$ cat src/pcu_pkg.sv
package pcu_pkg;
   // Geometry
   localparam int NUM_CH = 4;
   localparam int CNT_W = 32;
   localparam int EVT_W = 6;
   localparam int NUM_EVT = 38;

   // Register byte offsets
   localparam logic [7:0] OFF_CTRL = 8'h00;
   localparam logic [7:0] OFF_STATUS = 8'h04;
   localparam logic [7:0] OFF_SEL0 = 8'h10;
   localparam logic [7:0] OFF_CNT0 = 8'h20;

   // Field positions
   localparam int CTRL_MODE_LSB = 0;
   localparam int CTRL_INIT_BIT = 4;
   localparam int CTRL_ARM_BIT = 5;
   localparam int STAT_WIN_BIT = 0;
   localparam int STAT_OVF_LSB = 4;
   localparam int STAT_CFGERR_BIT = 8;

   // Reset values
   localparam logic [1:0] MODE_RST = 2'h0;
   localparam logic [5:0] SEL_RST = 6'h00;
   localparam logic [31:0] CNT_RST = 32'h0000_0000;

   // Branch weight
   localparam logic [31:0] BRANCH_STEP = 32'h0000_0002;

   // AXI responses
   localparam logic [1:0] RESP_OKAY = 2'h0;
   localparam logic [1:0] RESP_SLVERR = 2'h2;

   typedef enum logic [1:0] {
      PCU_WIN_NORMAL = 2'h0,
      PCU_WIN_1TO2 = 2'h1,
      PCU_WIN_2TO1 = 2'h2
   } pcu_mode_t;

   // Event selector codes; bit index of event vector equals code
   typedef enum logic [5:0] {
      EV_DISABLED = 6'h00, EV_ELAPSED_TIME = 6'h01, EV_EXECUTION_STATES = 6'h02,
      EV_BRANCH_INSTR_COUNT = 6'h03, EV_EXEC_INSTRS = 6'h04, EV_DSP_INSTR_COUNT = 6'h05,
      EV_FETCH_LOAD_CONFLICT = 6'h06, EV_OTHER_CONFLICT = 6'h07, EV_EXCEPTION_IRQ = 6'h08,
      EV_DATA_TLB_MISS = 6'h09, EV_INSTR_TLB_MISS = 6'h0a, EV_IRQ_COUNT = 6'h0b,
      EV_BLOCK_BIT_SET = 6'h0c, EV_PRIVILEGED_MODE = 6'h0d, EV_INSTR_CACHE_MISS = 6'h0e,
      EV_DATA_CACHE_MISS = 6'h0f, EV_FETCH_STALL = 6'h10, EV_LOAD_STORE_STALL = 6'h11,
      EV_ICACHE_MISS_STALL = 6'h12, EV_DCACHE_MISS_STALL = 6'h13, EV_UNCACHED_STALL = 6'h14,
      EV_XY_RAM_STALL = 6'h15, EV_LOCAL_RAM_STALL = 6'h16, EV_FETCH_LOAD_STALL = 6'h17,
      EV_OTHER_ACC_CYC = 6'h18, EV_UNC_AREA_CYC = 6'h19, EV_UNC_FETCH_CYC = 6'h1a,
      EV_UNC_DATA_CYC = 6'h1b, EV_CACHED_AREA_CYC = 6'h1c, EV_CACHED_FETCH_CYC = 6'h1d,
      EV_CACHED_DATA_CYC = 6'h1e, EV_OTHER_ACC_CNT = 6'h1f, EV_UNC_AREA_CNT = 6'h20,
      EV_UNC_FETCH_CNT = 6'h21, EV_UNC_DATA_CNT = 6'h22, EV_CACHED_AREA_CNT = 6'h23,
      EV_CACHED_FETCH_CNT = 6'h24, EV_CACHED_DATA_CNT = 6'h25
   } pcu_evt_t;
endpackage : pcu_pkg

$ cat src/pcu_channel.sv
// One counting channel: event mux, 32-bit counter, sticky overflow
module pcu_channel #(
   parameter int CNT_W = pcu_pkg::CNT_W,
   parameter int NUM_EVT = pcu_pkg::NUM_EVT
) (
   input wire logic clk_in,
   input wire logic srst_in,
   input wire logic init_in,
   input wire logic count_en_in,
   input wire logic [pcu_pkg::EVT_W-1:0] sel_in,
   input wire logic [NUM_EVT-1:0] events_in,
   output logic [CNT_W-1:0] count_out,
   output logic ovf_out
);
   import pcu_pkg::*;

   logic [CNT_W-1:0] count_reg;
   logic [CNT_W-1:0] count_next;
   logic ovf_reg;
   logic ovf_next;
   logic [CNT_W-1:0] step;
   logic [CNT_W:0] sum;
   logic hit;
   logic is_branch;
   logic is_off;

   // Event select and weighting
   assign is_off = (sel_in == EV_DISABLED);
   assign is_branch = (sel_in == EV_BRANCH_INSTR_COUNT);
   assign hit = !is_off && (32'(sel_in) < NUM_EVT) && events_in[sel_in] && count_en_in;
   assign step = is_branch ? CNT_W'(BRANCH_STEP) : CNT_W'(1);
   assign sum = {1'b0, count_reg} + {1'b0, step};
   assign count_next = init_in ? CNT_W'(CNT_RST) : (hit ? sum[CNT_W-1:0] : count_reg);
   // Overflow sticky until init; a wrap in the init cycle still sets it
   assign ovf_next = (hit && sum[CNT_W]) || (!init_in && ovf_reg);

   // Counter runs on the core clock only, so it pauses when that clock is gated
   always_ff @(posedge clk_in) begin
      if (srst_in) begin
         count_reg <= CNT_W'(CNT_RST);
         ovf_reg <= 1'b0;
      end else begin
         count_reg <= count_next;
         ovf_reg <= ovf_next;
      end
   end

   // Disabled channel reads zero
   assign count_out = is_off ? '0 : count_reg;
   assign ovf_out = ovf_reg;
endmodule : pcu_channel

$ cat src/pcu_top.sv
// Behaviour
// - Four independent channels count concurrently.
// - Normal window: run start to break.
// - Window opens on match one, closes on two.
// - Window opens on match two, closes on one.
// - Window matches never halt program execution.
// - Selector covers core execution and miss events.
// - Counts block-bit and privileged-mode instructions.
// - Two distinct conflict-cycle events.
// - Eight stall-cycle event classes.
// - Access cycles split by area and kind.
// - Access counts split by area and kind.
// - TLB-uncached cacheable accesses count as cacheable.
// - Cache-on area counts may be skewed.
// - Branch event adds two per branch.
// - Counters clocked by core clock.
// - Trace mode counts may be inaccurate.
// - Each result is a 32-bit readable counter.
// - Overflow detected and reported per channel.
// - Window edges may be slightly offset.
// - Host init clears all results; a wrap in the init cycle still sets that channel's overflow.
//
// Chosen here: the AXI4-Lite slave port and the address map.
module pcu_top #(
   parameter int NUM_CH = pcu_pkg::NUM_CH,
   parameter int CNT_W = pcu_pkg::CNT_W
) (
   input wire logic clk_in,
   input wire logic srst_in,
   // Core status inputs and window break mask output
   input wire logic prog_run_in,
   input wire logic break_in,
   input wire logic match1_in,
   input wire logic match2_in,
   input wire logic [pcu_pkg::NUM_EVT-1:0] events_in,
   output logic window_break_mask_out,
   // AXI4-Lite slave
   input wire logic [7:0] s_axi_awaddr_in,
   input wire logic s_axi_awvalid_in,
   output logic s_axi_awready_out,
   input wire logic [31:0] s_axi_wdata_in,
   input wire logic [3:0] s_axi_wstrb_in,
   input wire logic s_axi_wvalid_in,
   output logic s_axi_wready_out,
   output logic [1:0] s_axi_bresp_out,
   output logic s_axi_bvalid_out,
   input wire logic s_axi_bready_in,
   input wire logic [7:0] s_axi_araddr_in,
   input wire logic s_axi_arvalid_in,
   output logic s_axi_arready_out,
   output logic [31:0] s_axi_rdata_out,
   output logic [1:0] s_axi_rresp_out,
   output logic s_axi_rvalid_out,
   input wire logic s_axi_rready_in
);
   import pcu_pkg::*;

   typedef enum logic [1:0] {
      PCU_IDLE = 2'b00,
      PCU_WAIT = 2'b01,
      PCU_COUNT = 2'b11,
      PCU_DONE = 2'b10
   } pcu_state_t;

   pcu_state_t state_reg;
   pcu_state_t state_next;
   logic [1:0] mode_reg;
   logic [EVT_W-1:0] sel_reg [NUM_CH];
   logic cfg_err_reg;
   logic init_pulse;
   logic arm_pulse;
   logic count_en;
   logic start_hit;
   logic stop_hit;
   logic win_mode;
   logic any_enabled;
   logic [CNT_W-1:0] cnt_val [NUM_CH];
   logic [NUM_CH-1:0] ovf;
   logic [NUM_CH-1:0] ch_on;

   // Write channel capture: address and data accepted in either order
   logic aw_held_reg;
   logic w_held_reg;
   logic [7:0] aw_addr_reg;
   logic [31:0] w_data_reg;
   logic [3:0] w_strb_reg;
   logic bvalid_reg;
   logic [1:0] bresp_reg;
   logic wr_fire;
   logic wr_hit;
   logic [7:0] wa;

   assign s_axi_awready_out = !aw_held_reg && !bvalid_reg;
   assign s_axi_wready_out = !w_held_reg && !bvalid_reg;
   assign wr_fire = aw_held_reg && w_held_reg && !bvalid_reg;
   assign wa = aw_addr_reg;
   assign wr_hit = (wa == OFF_CTRL) ||
      ((wa >= OFF_SEL0) && (wa < OFF_SEL0 + 8'(4 * NUM_CH)) && (wa[1:0] == 2'b00));

   // Write handshake state
   always_ff @(posedge clk_in) begin
      if (srst_in) begin
         aw_held_reg <= 1'b0;
         w_held_reg <= 1'b0;
         aw_addr_reg <= 8'h00;
         w_data_reg <= 32'h0000_0000;
         w_strb_reg <= 4'h0;
         bvalid_reg <= 1'b0;
         bresp_reg <= RESP_OKAY;
      end else begin
         if (s_axi_awvalid_in && s_axi_awready_out) begin
            aw_held_reg <= 1'b1;
            aw_addr_reg <= s_axi_awaddr_in;
         end
         if (s_axi_wvalid_in && s_axi_wready_out) begin
            w_held_reg <= 1'b1;
            w_data_reg <= s_axi_wdata_in;
            w_strb_reg <= s_axi_wstrb_in;
         end
         if (wr_fire) begin
            aw_held_reg <= 1'b0;
            w_held_reg <= 1'b0;
            bvalid_reg <= 1'b1;
            bresp_reg <= wr_hit ? RESP_OKAY : RESP_SLVERR;
         end else if (bvalid_reg && s_axi_bready_in) begin
            bvalid_reg <= 1'b0;
         end
      end
   end

   assign s_axi_bvalid_out = bvalid_reg;
   assign s_axi_bresp_out = bresp_reg;

   // Control writes: low byte carries mode, init and arm
   logic ctrl_wr;
   assign ctrl_wr = wr_fire && (wa == OFF_CTRL) && w_strb_reg[0];
   assign init_pulse = ctrl_wr && w_data_reg[CTRL_INIT_BIT];
   assign arm_pulse = ctrl_wr && w_data_reg[CTRL_ARM_BIT];

   // Mode register; only changeable while no window is live
   always_ff @(posedge clk_in) begin
      if (srst_in) begin
         mode_reg <= MODE_RST;
      end else if (ctrl_wr && state_reg != PCU_COUNT) begin
         mode_reg <= w_data_reg[CTRL_MODE_LSB +: 2];
      end
   end

   // Per-channel selectors, all channels independent
   genvar g;
   generate
      for (g = 0; g < NUM_CH; g++) begin : g_ch
         logic sel_wr;
         assign sel_wr = wr_fire && (wa == OFF_SEL0 + 8'(4 * g)) && w_strb_reg[0];
         always_ff @(posedge clk_in) begin
            if (srst_in) begin
               sel_reg[g] <= SEL_RST;
            end else if (sel_wr) begin
               sel_reg[g] <= w_data_reg[EVT_W-1:0];
            end
         end
         assign ch_on[g] = (sel_reg[g] != EV_DISABLED);
         // Area split comes from core event inputs as-is; TLB-uncached
         // cacheable accesses arrive on the cacheable lines, and cache-on
         // skew is inherent to those inputs
         pcu_channel #(
            .CNT_W(CNT_W),
            .NUM_EVT(NUM_EVT)
         ) u_ch (
            .clk_in(clk_in),
            .srst_in(srst_in),
            .init_in(init_pulse),
            .count_en_in(count_en),
            .sel_in(sel_reg[g]),
            .events_in(events_in),
            .count_out(cnt_val[g]),
            .ovf_out(ovf[g])
         );
      end
   endgenerate

   // Window control
   assign win_mode = (mode_reg == PCU_WIN_1TO2) || (mode_reg == PCU_WIN_2TO1);
   assign any_enabled = |ch_on;
   assign start_hit = (mode_reg == PCU_WIN_1TO2) ? match1_in :
                      (mode_reg == PCU_WIN_2TO1) ? match2_in : prog_run_in;
   assign stop_hit = (mode_reg == PCU_WIN_1TO2) ? match2_in :
                     (mode_reg == PCU_WIN_2TO1) ? match1_in : break_in;
   // Matches in window modes are routed here only; core must not halt on them
   assign window_break_mask_out = win_mode;

   // Window sequencer; arm with no enabled channel in window mode is refused
   always_comb begin
      state_next = state_reg;
      unique case (state_reg)
         PCU_IDLE: begin
            if (arm_pulse && !(win_mode && !any_enabled)) begin
               state_next = PCU_WAIT;
            end
         end
         PCU_WAIT: begin
            if (start_hit) begin
               state_next = PCU_COUNT;
            end
         end
         PCU_COUNT: begin
            // Stop gates counting in its own cycle while start counts from the next, so edges may be off by one
            if (stop_hit) begin
               state_next = PCU_DONE;
            end
         end
         PCU_DONE: begin
            if (arm_pulse && !(win_mode && !any_enabled)) begin
               state_next = PCU_WAIT;
            end
         end
      endcase
   end

   always_ff @(posedge clk_in) begin
      if (srst_in) begin
         state_reg <= PCU_IDLE;
         cfg_err_reg <= 1'b0;
      end else begin
         state_reg <= state_next;
         if (arm_pulse) begin
            cfg_err_reg <= win_mode && !any_enabled;
         end
      end
   end

   // Count only inside window; outside it counters hold
   assign count_en = (state_reg == PCU_COUNT) && !stop_hit;

   // Read channel
   logic rvalid_reg;
   logic [31:0] rdata_reg;
   logic [1:0] rresp_reg;
   logic [7:0] ra;
   logic [31:0] rd_mux;
   logic rd_ok;
   logic [31:0] status_word;
   logic [31:0] ctrl_word;
   logic [31:0] sel_word;
   logic [31:0] cnt_word;
   logic [7:0] rel_sel;
   logic [7:0] rel_cnt;
   logic rd_is_ctrl;
   logic rd_is_status;
   logic rd_is_sel;
   logic rd_is_cnt;

   // Read address offsets within the selector and counter banks
   assign s_axi_arready_out = !rvalid_reg;
   assign ra = s_axi_araddr_in;
   assign rel_sel = ra - OFF_SEL0;
   assign rel_cnt = ra - OFF_CNT0;

   // Status fields placed by the shared field positions, except the state code at bits 2:1
   always_comb begin
      status_word = 32'h0000_0000;
      status_word[STAT_WIN_BIT] = (state_reg == PCU_COUNT);
      status_word[2:1] = 2'(state_reg);
      status_word[STAT_OVF_LSB +: 4] = 4'(ovf);
      status_word[STAT_CFGERR_BIT] = cfg_err_reg;
   end

   // Word sources; counter width may differ from the bus width
   assign ctrl_word = {30'h0, mode_reg};
   assign sel_word = {26'h0, sel_reg[rel_sel[3:2]]};
   assign cnt_word = 32'(cnt_val[rel_cnt[3:2]]);

   // Address decode; every register is one aligned word
   assign rd_is_ctrl = (ra == OFF_CTRL);
   assign rd_is_status = (ra == OFF_STATUS);
   assign rd_is_sel = (ra >= OFF_SEL0) && (ra < OFF_SEL0 + 8'(4 * NUM_CH)) && (ra[1:0] == 2'b00);
   assign rd_is_cnt = (ra >= OFF_CNT0) && (ra < OFF_CNT0 + 8'(4 * NUM_CH)) && (ra[1:0] == 2'b00);
   assign rd_ok = rd_is_ctrl || rd_is_status || rd_is_sel || rd_is_cnt;

   // Selection by decoded hit, so gaps between banks never alias
   assign rd_mux = rd_is_ctrl ? ctrl_word :
                   rd_is_status ? status_word :
                   rd_is_cnt ? cnt_word :
                   rd_is_sel ? sel_word : 32'h0000_0000;

   // Read data registered; unmapped addresses answer SLVERR with zero
   always_ff @(posedge clk_in) begin
      if (srst_in) begin
         rvalid_reg <= 1'b0;
         rdata_reg <= 32'h0000_0000;
         rresp_reg <= RESP_OKAY;
      end else if (s_axi_arvalid_in && s_axi_arready_out) begin
         rvalid_reg <= 1'b1;
         rdata_reg <= rd_ok ? rd_mux : 32'h0000_0000;
         rresp_reg <= rd_ok ? RESP_OKAY : RESP_SLVERR;
      end else if (rvalid_reg && s_axi_rready_in) begin
         rvalid_reg <= 1'b0;
      end
   end

   assign s_axi_rvalid_out = rvalid_reg;
   assign s_axi_rdata_out = rdata_reg;
   assign s_axi_rresp_out = rresp_reg;
endmodule : pcu_top

$ cat config.mk
export PLATFORM = sky130hd
export DESIGN_NAME = pcu_top
export DESIGN_NICKNAME = d
export VERILOG_FILES = /design/src/pcu_pkg.sv /design/src/pcu_channel.sv /design/src/pcu_top.sv
export SDC_FILE = /design/constraint.sdc
export NUM_CORES = 1
export LEC_CHECK = 0
export CAP_MARGIN = 20
export CELL_PAD_IN_SITES_DETAIL_PLACEMENT = 2
export CELL_PAD_IN_SITES_GLOBAL_PLACEMENT = 2
export CORE_ASPECT_RATIO = 0.6
export CORE_MARGIN = 1.5
export CORE_UTILIZATION = 40
export CTS_BUF_LIST = sky130_fd_sc_hd__clkbuf_16
export CTS_CLUSTER_DIAMETER = 100
export DETAILED_ROUTE_END_ITERATION = 16
export DONT_BUFFER_PORTS = 1
export GPL_TIMING_DRIVEN = 0
export PLACE_DENSITY_LB_ADDON = 0.1
export SLEW_MARGIN = 40
export SYNTH_ARGS = -nofsm -noshare
export SYNTH_HDL_FRONTEND = slang
export SYNTH_HIERARCHICAL = 1
export SYNTH_SLANG_ARGS = --single-unit
$ cat constraint.sdc
create_clock -name clk_in -period 4.1 [get_ports clk_in]
set_input_delay 0.615 -clock clk_in [delete_from_list [all_inputs] [get_ports clk_in]]
set_output_delay 0.615 -clock clk_in [all_outputs]
set_load 0.05 [all_outputs]
==> results.md, run 1 <==
- Outcome: finished, final reports clean
- Residual DRC count: 0
- Finished Cell Area: 0.0150 sq mm
- Core Util, Final: around 45%
- Final Max Slew Viols: 0
- Max-Cap Viols: 0
- VDD IR max: 0.297 mV
- Layout area overhead: 9.95%
- Tot Pwr: 4750 uW
- Netlist cell types: 66
- R2r worst-path depth: 8
- Synth Warn #: 6
- Setup crit end kind: flop
- Post-synthesis cell count: between 1500 and 2000
- RR Endpoint: g_ch[2].u_ch/ovf_out$_SDFF_PP0_
- Synth area leaders: dfxtp_1 (28%), and2_1 (7.4%), mux4_2 (6.4%)
- Critical path's slowest cell: fa_1
- DP HPWL: 44.0 mm
- Final Net Count: around 1700
- Fillers: 3706
- Hold Crit Class: in2reg
- Inst Count DP: roughly 2000
- # setup viols final: 0
- CTS tree: done
- Inserted Clock Buffers: 25
- GRT overflow: 0
- Wire per inst: 27.6 um
- Commonest cells in the netlist: dfxtp_1 (190), and2_1 (161), a21oi_1 (116)
- First-pass iteration count of the detailed router: 5
- Die X: 242 um
- Port Buf Inserts: 0
- Slew of the pin with the lowest slew margin: ~0.9 ns
- Largest area contributor in the netlist: dfxtp_1
- Total wire length: 56.9 mm
- Post_cts resized: 0
- R2R Path Start: sel_reg[2][5]$_SDFFCE_PN0P_
- Clock sink total: around 210
- Critical Path Source Type: flop
- Worst Path Required: 4.60 ns
- Die H: approximately 150 um
- Dpl cell area: 0.0142 sq mm
- Synthesized area: around 0.014 sq mm
- Clock buffer depth: 3
- Multi-input gate area: 0.00852 sq mm
- Slowest stage delay, CP: 0.62 ns
- Die area: ~0.035 sq mm
- Pwr per Cell Area: 317 mW/mm^2
- Row Count: 52
- EDFF count, synth: 24
- Synth Area per Inst: 8.79 sq um
- Gr usage total: 31.8%
- Root Buffer: clkbuf_16
- I/O pin cnt: 143
- Final min period: between 3 and 4 ns
- Ys flop type: dfxtp_1
- Htree depth: 1
- Hold Fails Final Rpt: 0
- Slew Limit Headroom: 41.1%
- RePlAce Congestion: approximately 0.9
- Share of layout cells above drive strength 1: 11.5%
- Worst Path Max Fanout: 6
- Vias: about 13000
- Largest net degree at the start of global routing: 14
- Core area: 0.0336 sq mm
- CTS clk-pin slew, worst paths: 0.06 ns
- CP bufs+invs: 0
- Initial antenna violation count: 2
- Post-CTS Setup Inserts: 0
- Clk Latency, worst-skew pair: roughly 0.57 ns
- Hold_buf cts: 0
- Worst Skew: between 0.03 and 0.04 ns
- Asr flop ratio synth: 0%
- WP data arrival: 4.35 ns
- Max reg flops: 128
- Sequential share of the synthesized area: 33.1%
- Count leader, synth: dfxtp_1
- Worst-path cell chain: nor3_1 -> nand3_1 -> fa_1 -> nor3b_2 -> nand2_1 -> or3_1 -> or4b_1 -> o21ai_1
- Via density: between 6 and 7
- Starting Density: 40.6%
- Flops & latches, synth: 214
- Min-delay src: s_axi_awaddr_in[0]
- Initial DRC Count: 1018
- Synth top area share: 27.9%
- Post-Layout Cell Count: 2059
- Vias in the first global route: 13500
- ANT nets after route: 0
- Max Fclk: 260 MHz
- Critical path class: reg2reg
- First-pass GRT wire length: 86.2 mm
- Min-Delay Endpoint: aw_addr_reg[0]$_SDFFE_PP0P_
- Worst R2R Setup Slack: ~0.25 ns
- Pleak: between 0.005 and 0.006 uW
- Register area: around 0.0045 sq mm
- Hold Crit Depth: 2
- Fin crit share: a little over nine tenths
- Delay-heaviest family, CP: simple AND/OR/NAND/NOR gates
[layout by cell type (no fill, tap or decap), types with 7 or more instances in the layout]
| cell | instances |
|---|---|
| a21oi_1 | 115 |
| a22oi_1 | 41 |
| and2_1 | 161 |
| and3_1 | 28 |
| and4_1 | 10 |
| buf_2 | 18 |
| buf_4 | 18 |
| buf_6 | 8 |
| clkbuf_1 | 44 |
| clkbuf_16 | 25 |
| dfxtp_1 | 190 |
| edfxtp_1 | 24 |
| ha_1 | 10 |
| inv_1 | 41 |
| mux2_2 | 25 |
| mux2i_1 | 54 |
| mux4_2 | 39 |
| nand2_1 | 112 |
| nand2b_1 | 16 |
| nand3_1 | 58 |
| nand3b_1 | 7 |
| nand4_1 | 16 |
| nor2_1 | 74 |
| nor2b_1 | 12 |
| nor3_1 | 25 |
| nor3b_1 | 7 |
| nor4_1 | 14 |
| o211ai_1 | 8 |
| o21ai_0 | 78 |
| o21ai_1 | 16 |
| o22ai_2 | 8 |
| o311ai_0 | 9 |
| o31ai_1 | 46 |
| or2_2 | 7 |
| or3_1 | 67 |
| or4_1 | 47 |
| xor2_1 | 13 |
[per-stage QoR]
| stage | setup WS [ns] | hold WS [ns] | setup TNS, ns |
|---|---|---|---|
| after floorplan | 1.04 | 0.426 | 0 |
| after global placement | 0.174 | 0.443 | 0 |
| after detailed placement | 0.0520 | 0.452 | 0 |
| after CTS | 0.0259 | 0.172 | 0 |
| after global routing | -0.00537 | 0.187 | -0.0104 |
| final | 0.251 | 0.188 | 0 |
[per-layer routing]
metal,GRT usage (%),routed length (um)
met1,47.1,27500
met2,45.9,23500
met3,8.47,4730
met4,6.54,1120
met5,0,0
[cell type report]
type | instances | area share (%)
inverters | 35 | 0.875
multi-input cells | 1212 | 56.7
plain buffers | 93 | 3.40
well taps | 459 | 3.82
diodes | 2 | 0.0333
flip-flops and latches | 214 | 30.1
clock buffers | 25 | 4.17
clock inverters | 19 | 0.833
[cells by family (layout without fill, tap and decap cells)]
family / count (synthesis) / after routing / share of synthesized area [%]
AND/OR/NAND/NOR: 682 / 682 / 28.6
AO/OA/AOI/OAI: 379 / 379 / 18.4
flip-flops: 214 / 214 / 33.1
buffers and inverters: 128 / 172 / 4.70
multiplexers: 121 / 121 / 12.7
adder cells (fa/ha/maj): 14 / 14 / 1.50
XOR/XNOR: 14 / 14 / 0.898
other: 1 / 4 / 0.0275
[how the worst max path moves through the flow]
stage | startpoint | to | depth (start not counted)
final | sel_reg[2][5]$_SDFFCE_PN0P_ | g_ch[2].u_ch/ovf_out$_SDFF_PP0_ | 8
after global routing | sel_reg[2][4]$_SDFFCE_PN0P_ | g_ch[2].u_ch/count_reg[24]$_SDFFE_PP0P_ | 9
after CTS | sel_reg[2][4]$_SDFFCE_PN0P_ | g_ch[2].u_ch/ovf_out$_SDFF_PP0_ | 8
after detailed placement | sel_reg[2][4]$_SDFFCE_PN0P_ | g_ch[2].u_ch/ovf_out$_SDFF_PP0_ | 8
after global placement | sel_reg[2][4]$_SDFFCE_PN0P_ | g_ch[2].u_ch/ovf_out$_SDFF_PP0_ | 8
after floorplan | sel_reg[1][1]$_SDFFCE_PN0P_ | g_ch[1].u_ch/ovf_out$_SDFF_PP0_ | 12
[power breakdown]
group          switching (uW)  internal, uW
clock                     989          1170
combinational             269           134
sequential               51.0          2140
total                    1310          3450
Power figures use the tool's default switching activity.
==> inputs of run 2 (changes only) <==
--- a/config.mk
+++ b/config.mk
@@ -8,7 +8,7 @@
 export CAP_MARGIN = 20
 export CELL_PAD_IN_SITES_DETAIL_PLACEMENT = 2
 export CELL_PAD_IN_SITES_GLOBAL_PLACEMENT = 2
-export CORE_ASPECT_RATIO = 0.6
+export CORE_ASPECT_RATIO = 0.5
 export CORE_MARGIN = 1.5
 export CORE_UTILIZATION = 40
 export CTS_BUF_LIST = sky130_fd_sc_hd__clkbuf_16
==> run 2 against run 1 <==
Against the previous run:
- power shrank 3.3%
- fmax grew 0.24%
- global-route usage shrank 0.28 points
- cell count shrank 1.1%
- wire length shrank 0.75%
- worst setup slack gained 0.0094 ns
- core utilization grew 0.14 points
- critical path depth grew 1
- sequential power is essentially flat
- design area shrank 0.56%
- sequential share of layout area grew 0.17 points
- clock skew shrank 0.017 ns
==> results.md, run 2 (synthesis results as in run 1) <==
- Outcome: finished, final reports clean (unchanged)
- Via density: 6.44 (was 6.34)
- Final Net Count: 1694 (was 1696)
- Hold Crit Class: in2reg (unchanged)
- First-pass iteration count of the detailed router: 5 (unchanged)
- Port Buf Inserts: 0 (unchanged)
- Worst Path Required: 4.56 ns (was 4.60 ns)
- Max-Cap Viols: 0 (unchanged)
- Tot Pwr: 4600 uW (was 4750 uW)
- Final min period: 3.84 ns (was 3.85 ns)
- Die X: 264 um (was 242 um)
- Vias in the first global route: 13900 (was 13500)
- Met3 usage: 4.70% (was 8.47%)
- First-pass GRT wire length: 85.4 mm (was 86.2 mm)
- Root Buffer: clkbuf_16 (unchanged)
- Die area: 0.0353 sq mm (about the same)
- Share of layout cells above drive strength 1: 11.6% (was 11.5%)
- Critical Path Source Type: flop (unchanged)
- Dpl cell area: 0.0142 sq mm (about the same)
- Total wire length: 56.4 mm (was 56.9 mm)
- Hold Fails Final Rpt: 0 (unchanged)
- RePlAce Congestion: 0.939 (was 0.883)
- Finished Cell Area: 0.0149 sq mm (was 0.0150 sq mm)
- Gr busiest metal: met2 (was met1)
- Initial DRC Count: 1044 (was 1018)
- Worst slack, placed: 0.137 ns (was 0.0520 ns)
- Wire per inst: 27.7 um (was 27.6 um)
- Hold_buf cts: 0 (unchanged)
- Max Fclk: 260 MHz (about the same)
- Die H: 134 um (was 146 um)
- Slew of the pin with the lowest slew margin: 0.909 ns (was 0.883 ns)
- Clock buffer depth: 3 (unchanged)
- Pwr per Cell Area: 308 mW/mm^2 (was 317 mW/mm^2)
- Inst Count DP: 1995 (was 2013)
- ANT nets after route: 0 (unchanged)
- WP data arrival: 4.30 ns (was 4.35 ns)
- Starting Density: 41.0% (was 40.6%)
- Worst Path Max Fanout: 9 (was 6)
- Gr usage total: 31.5% (was 31.8%)
- DP HPWL: 43.8 mm (was 44.0 mm)
- Pleak: 0.00501 uW (was 0.00506 uW)
- Met2 usage: 52.1% (was 45.9%)
- # setup viols final: 0 (unchanged)
- Core area: 0.0333 sq mm (was 0.0336 sq mm)
- I/O pin cnt: 143 (unchanged)
- Slew Limit Headroom: 39.4% (was 41.1%)
- Layout area overhead: 9.34% (was 9.95%)
- GRT overflow: 0 (unchanged)
- Vias: 13100 (about the same)
- Row Count: 47 (was 52)
- CTS clk-pin slew, worst paths: 0.06 ns (about the same)
- Most frequent cells in the layout: dfxtp_1 (190), and2_1 (161), a21oi_1 (116) (was dfxtp_1 (190), and2_1 (161), a21oi_1 (115))
- Worst Skew: 0.0132 ns (was 0.0303 ns)
- Critical path class: reg2reg (unchanged)
- CTS tree: done (unchanged)
- Setup TNS: 0 ns (unchanged)
- Post_cts resized: 0 (unchanged)
- RSZ-0062 raised after global routing: no
- Fin crit share: 93.7% (was 93.9%)
- Post-Layout Cell Count: 2037 (was 2059)
- Final WS setup: 0.260 ns (was 0.251 ns)
- Final Max Slew Viols: 0 (unchanged)
- Initial antenna violation count: 1 (was 2)
- Post-CTS Setup Inserts: 0 (unchanged)
- Inserted Clock Buffers: 23 (was 25)
- Max reg flops: 128 (unchanged)
- VDD IR max: 0.247 mV (was 0.297 mV)
- Htree depth: 1 (unchanged)
- Clock sink total: 214 (unchanged)
- Residual DRC count: 0 (unchanged)
- Setup crit end kind: flop (unchanged)
- Commonest non-fill, non-tap cell in the layout: dfxtp_1 (unchanged)
- Clk Latency, worst-skew pair: 0.54 ns (was 0.57 ns)
- Met1 usage: 43.5% (was 47.1%)
- Largest net degree at the start of global routing: 15 (was 14)
==> run 2: changes by cell type in the layout (fill, tap and decap cells not counted), sizes merged <==
cell / previous run / this run
clkbuf: 69 / 67
clkinv: 11 / 9
clkinvlp: 0 / 1
inv: 42 / 41
==> run 2: worst max-delay path, cell delays in order (launching register included) <==
cell and delay, ns:
edfxtp_1 0.57, nor3_1 0.38, nand3_1 0.26, fa_1 0.55, nor3b_2 0.39, nand2_1 0.19, or3_1 0.38, clkbuf_1 0.20
or4_1 0.65, o21ai_1 0.18
==> run 2: report_power, final <==
part	internal [uW]	switching (uW)
combinational	135	269
clock	1080	928
sequential	2140	50.4
==> run 2: stage by stage <==
stage                     hold WS (ns)  utilization [%]
after detailed placement         0.456             42.6
after global routing             0.214             44.8
after CTS                        0.199             44.7
final                            0.217             44.8
after global placement           0.449             42.6
after floorplan                  0.426                -
==> run 2: worst paths after layout <==
check | startpoint | end | cells past startpoint | slack [ns]
setup reg to reg | sel_reg[1][4]$_SDFFCE_PN0P_ | g_ch[1].u_ch/ovf_out$_SDFF_PP0_ | 9 | 0.26
setup / recovery | sel_reg[1][4]$_SDFFCE_PN0P_ | g_ch[1].u_ch/ovf_out$_SDFF_PP0_ | 9 | 0.26
hold / removal | s_axi_awaddr_in[0] | aw_addr_reg[0]$_SDFFE_PP0P_ | 2 | 0.22
hold reg to reg | aw_addr_reg[7]$_SDFFE_PP0P_ | aw_addr_reg[7]$_SDFFE_PP0P_ | 2 | 0.46
==> run 2: routing by layer <==
| metal | share of wire [%] | vias up |
|---|---|---|
| met3 | 7.6 | 87 |
| met4 | 2.3 | 0 |
| met2 | 46 | 421 |
| li1 | - | 5852 |
| met1 | 44 | 6759 |
| met5 | 0 | - |
==> run 2: area by class of cell <==
| class | instances | area [sq um] |
|---|---|---|
| inverters | 35 | 131 |
| clock buffers | 23 | 576 |
| flip-flops and latches | 214 | 4520 |
| plain buffers | 93 | 513 |
| fillers | 3598 | 18400 |
| well taps | 441 | 552 |
| clock inverters | 17 | 103 |
| multi-input cells | 1212 | 8530 |
| diodes | 2 | 5.00 |
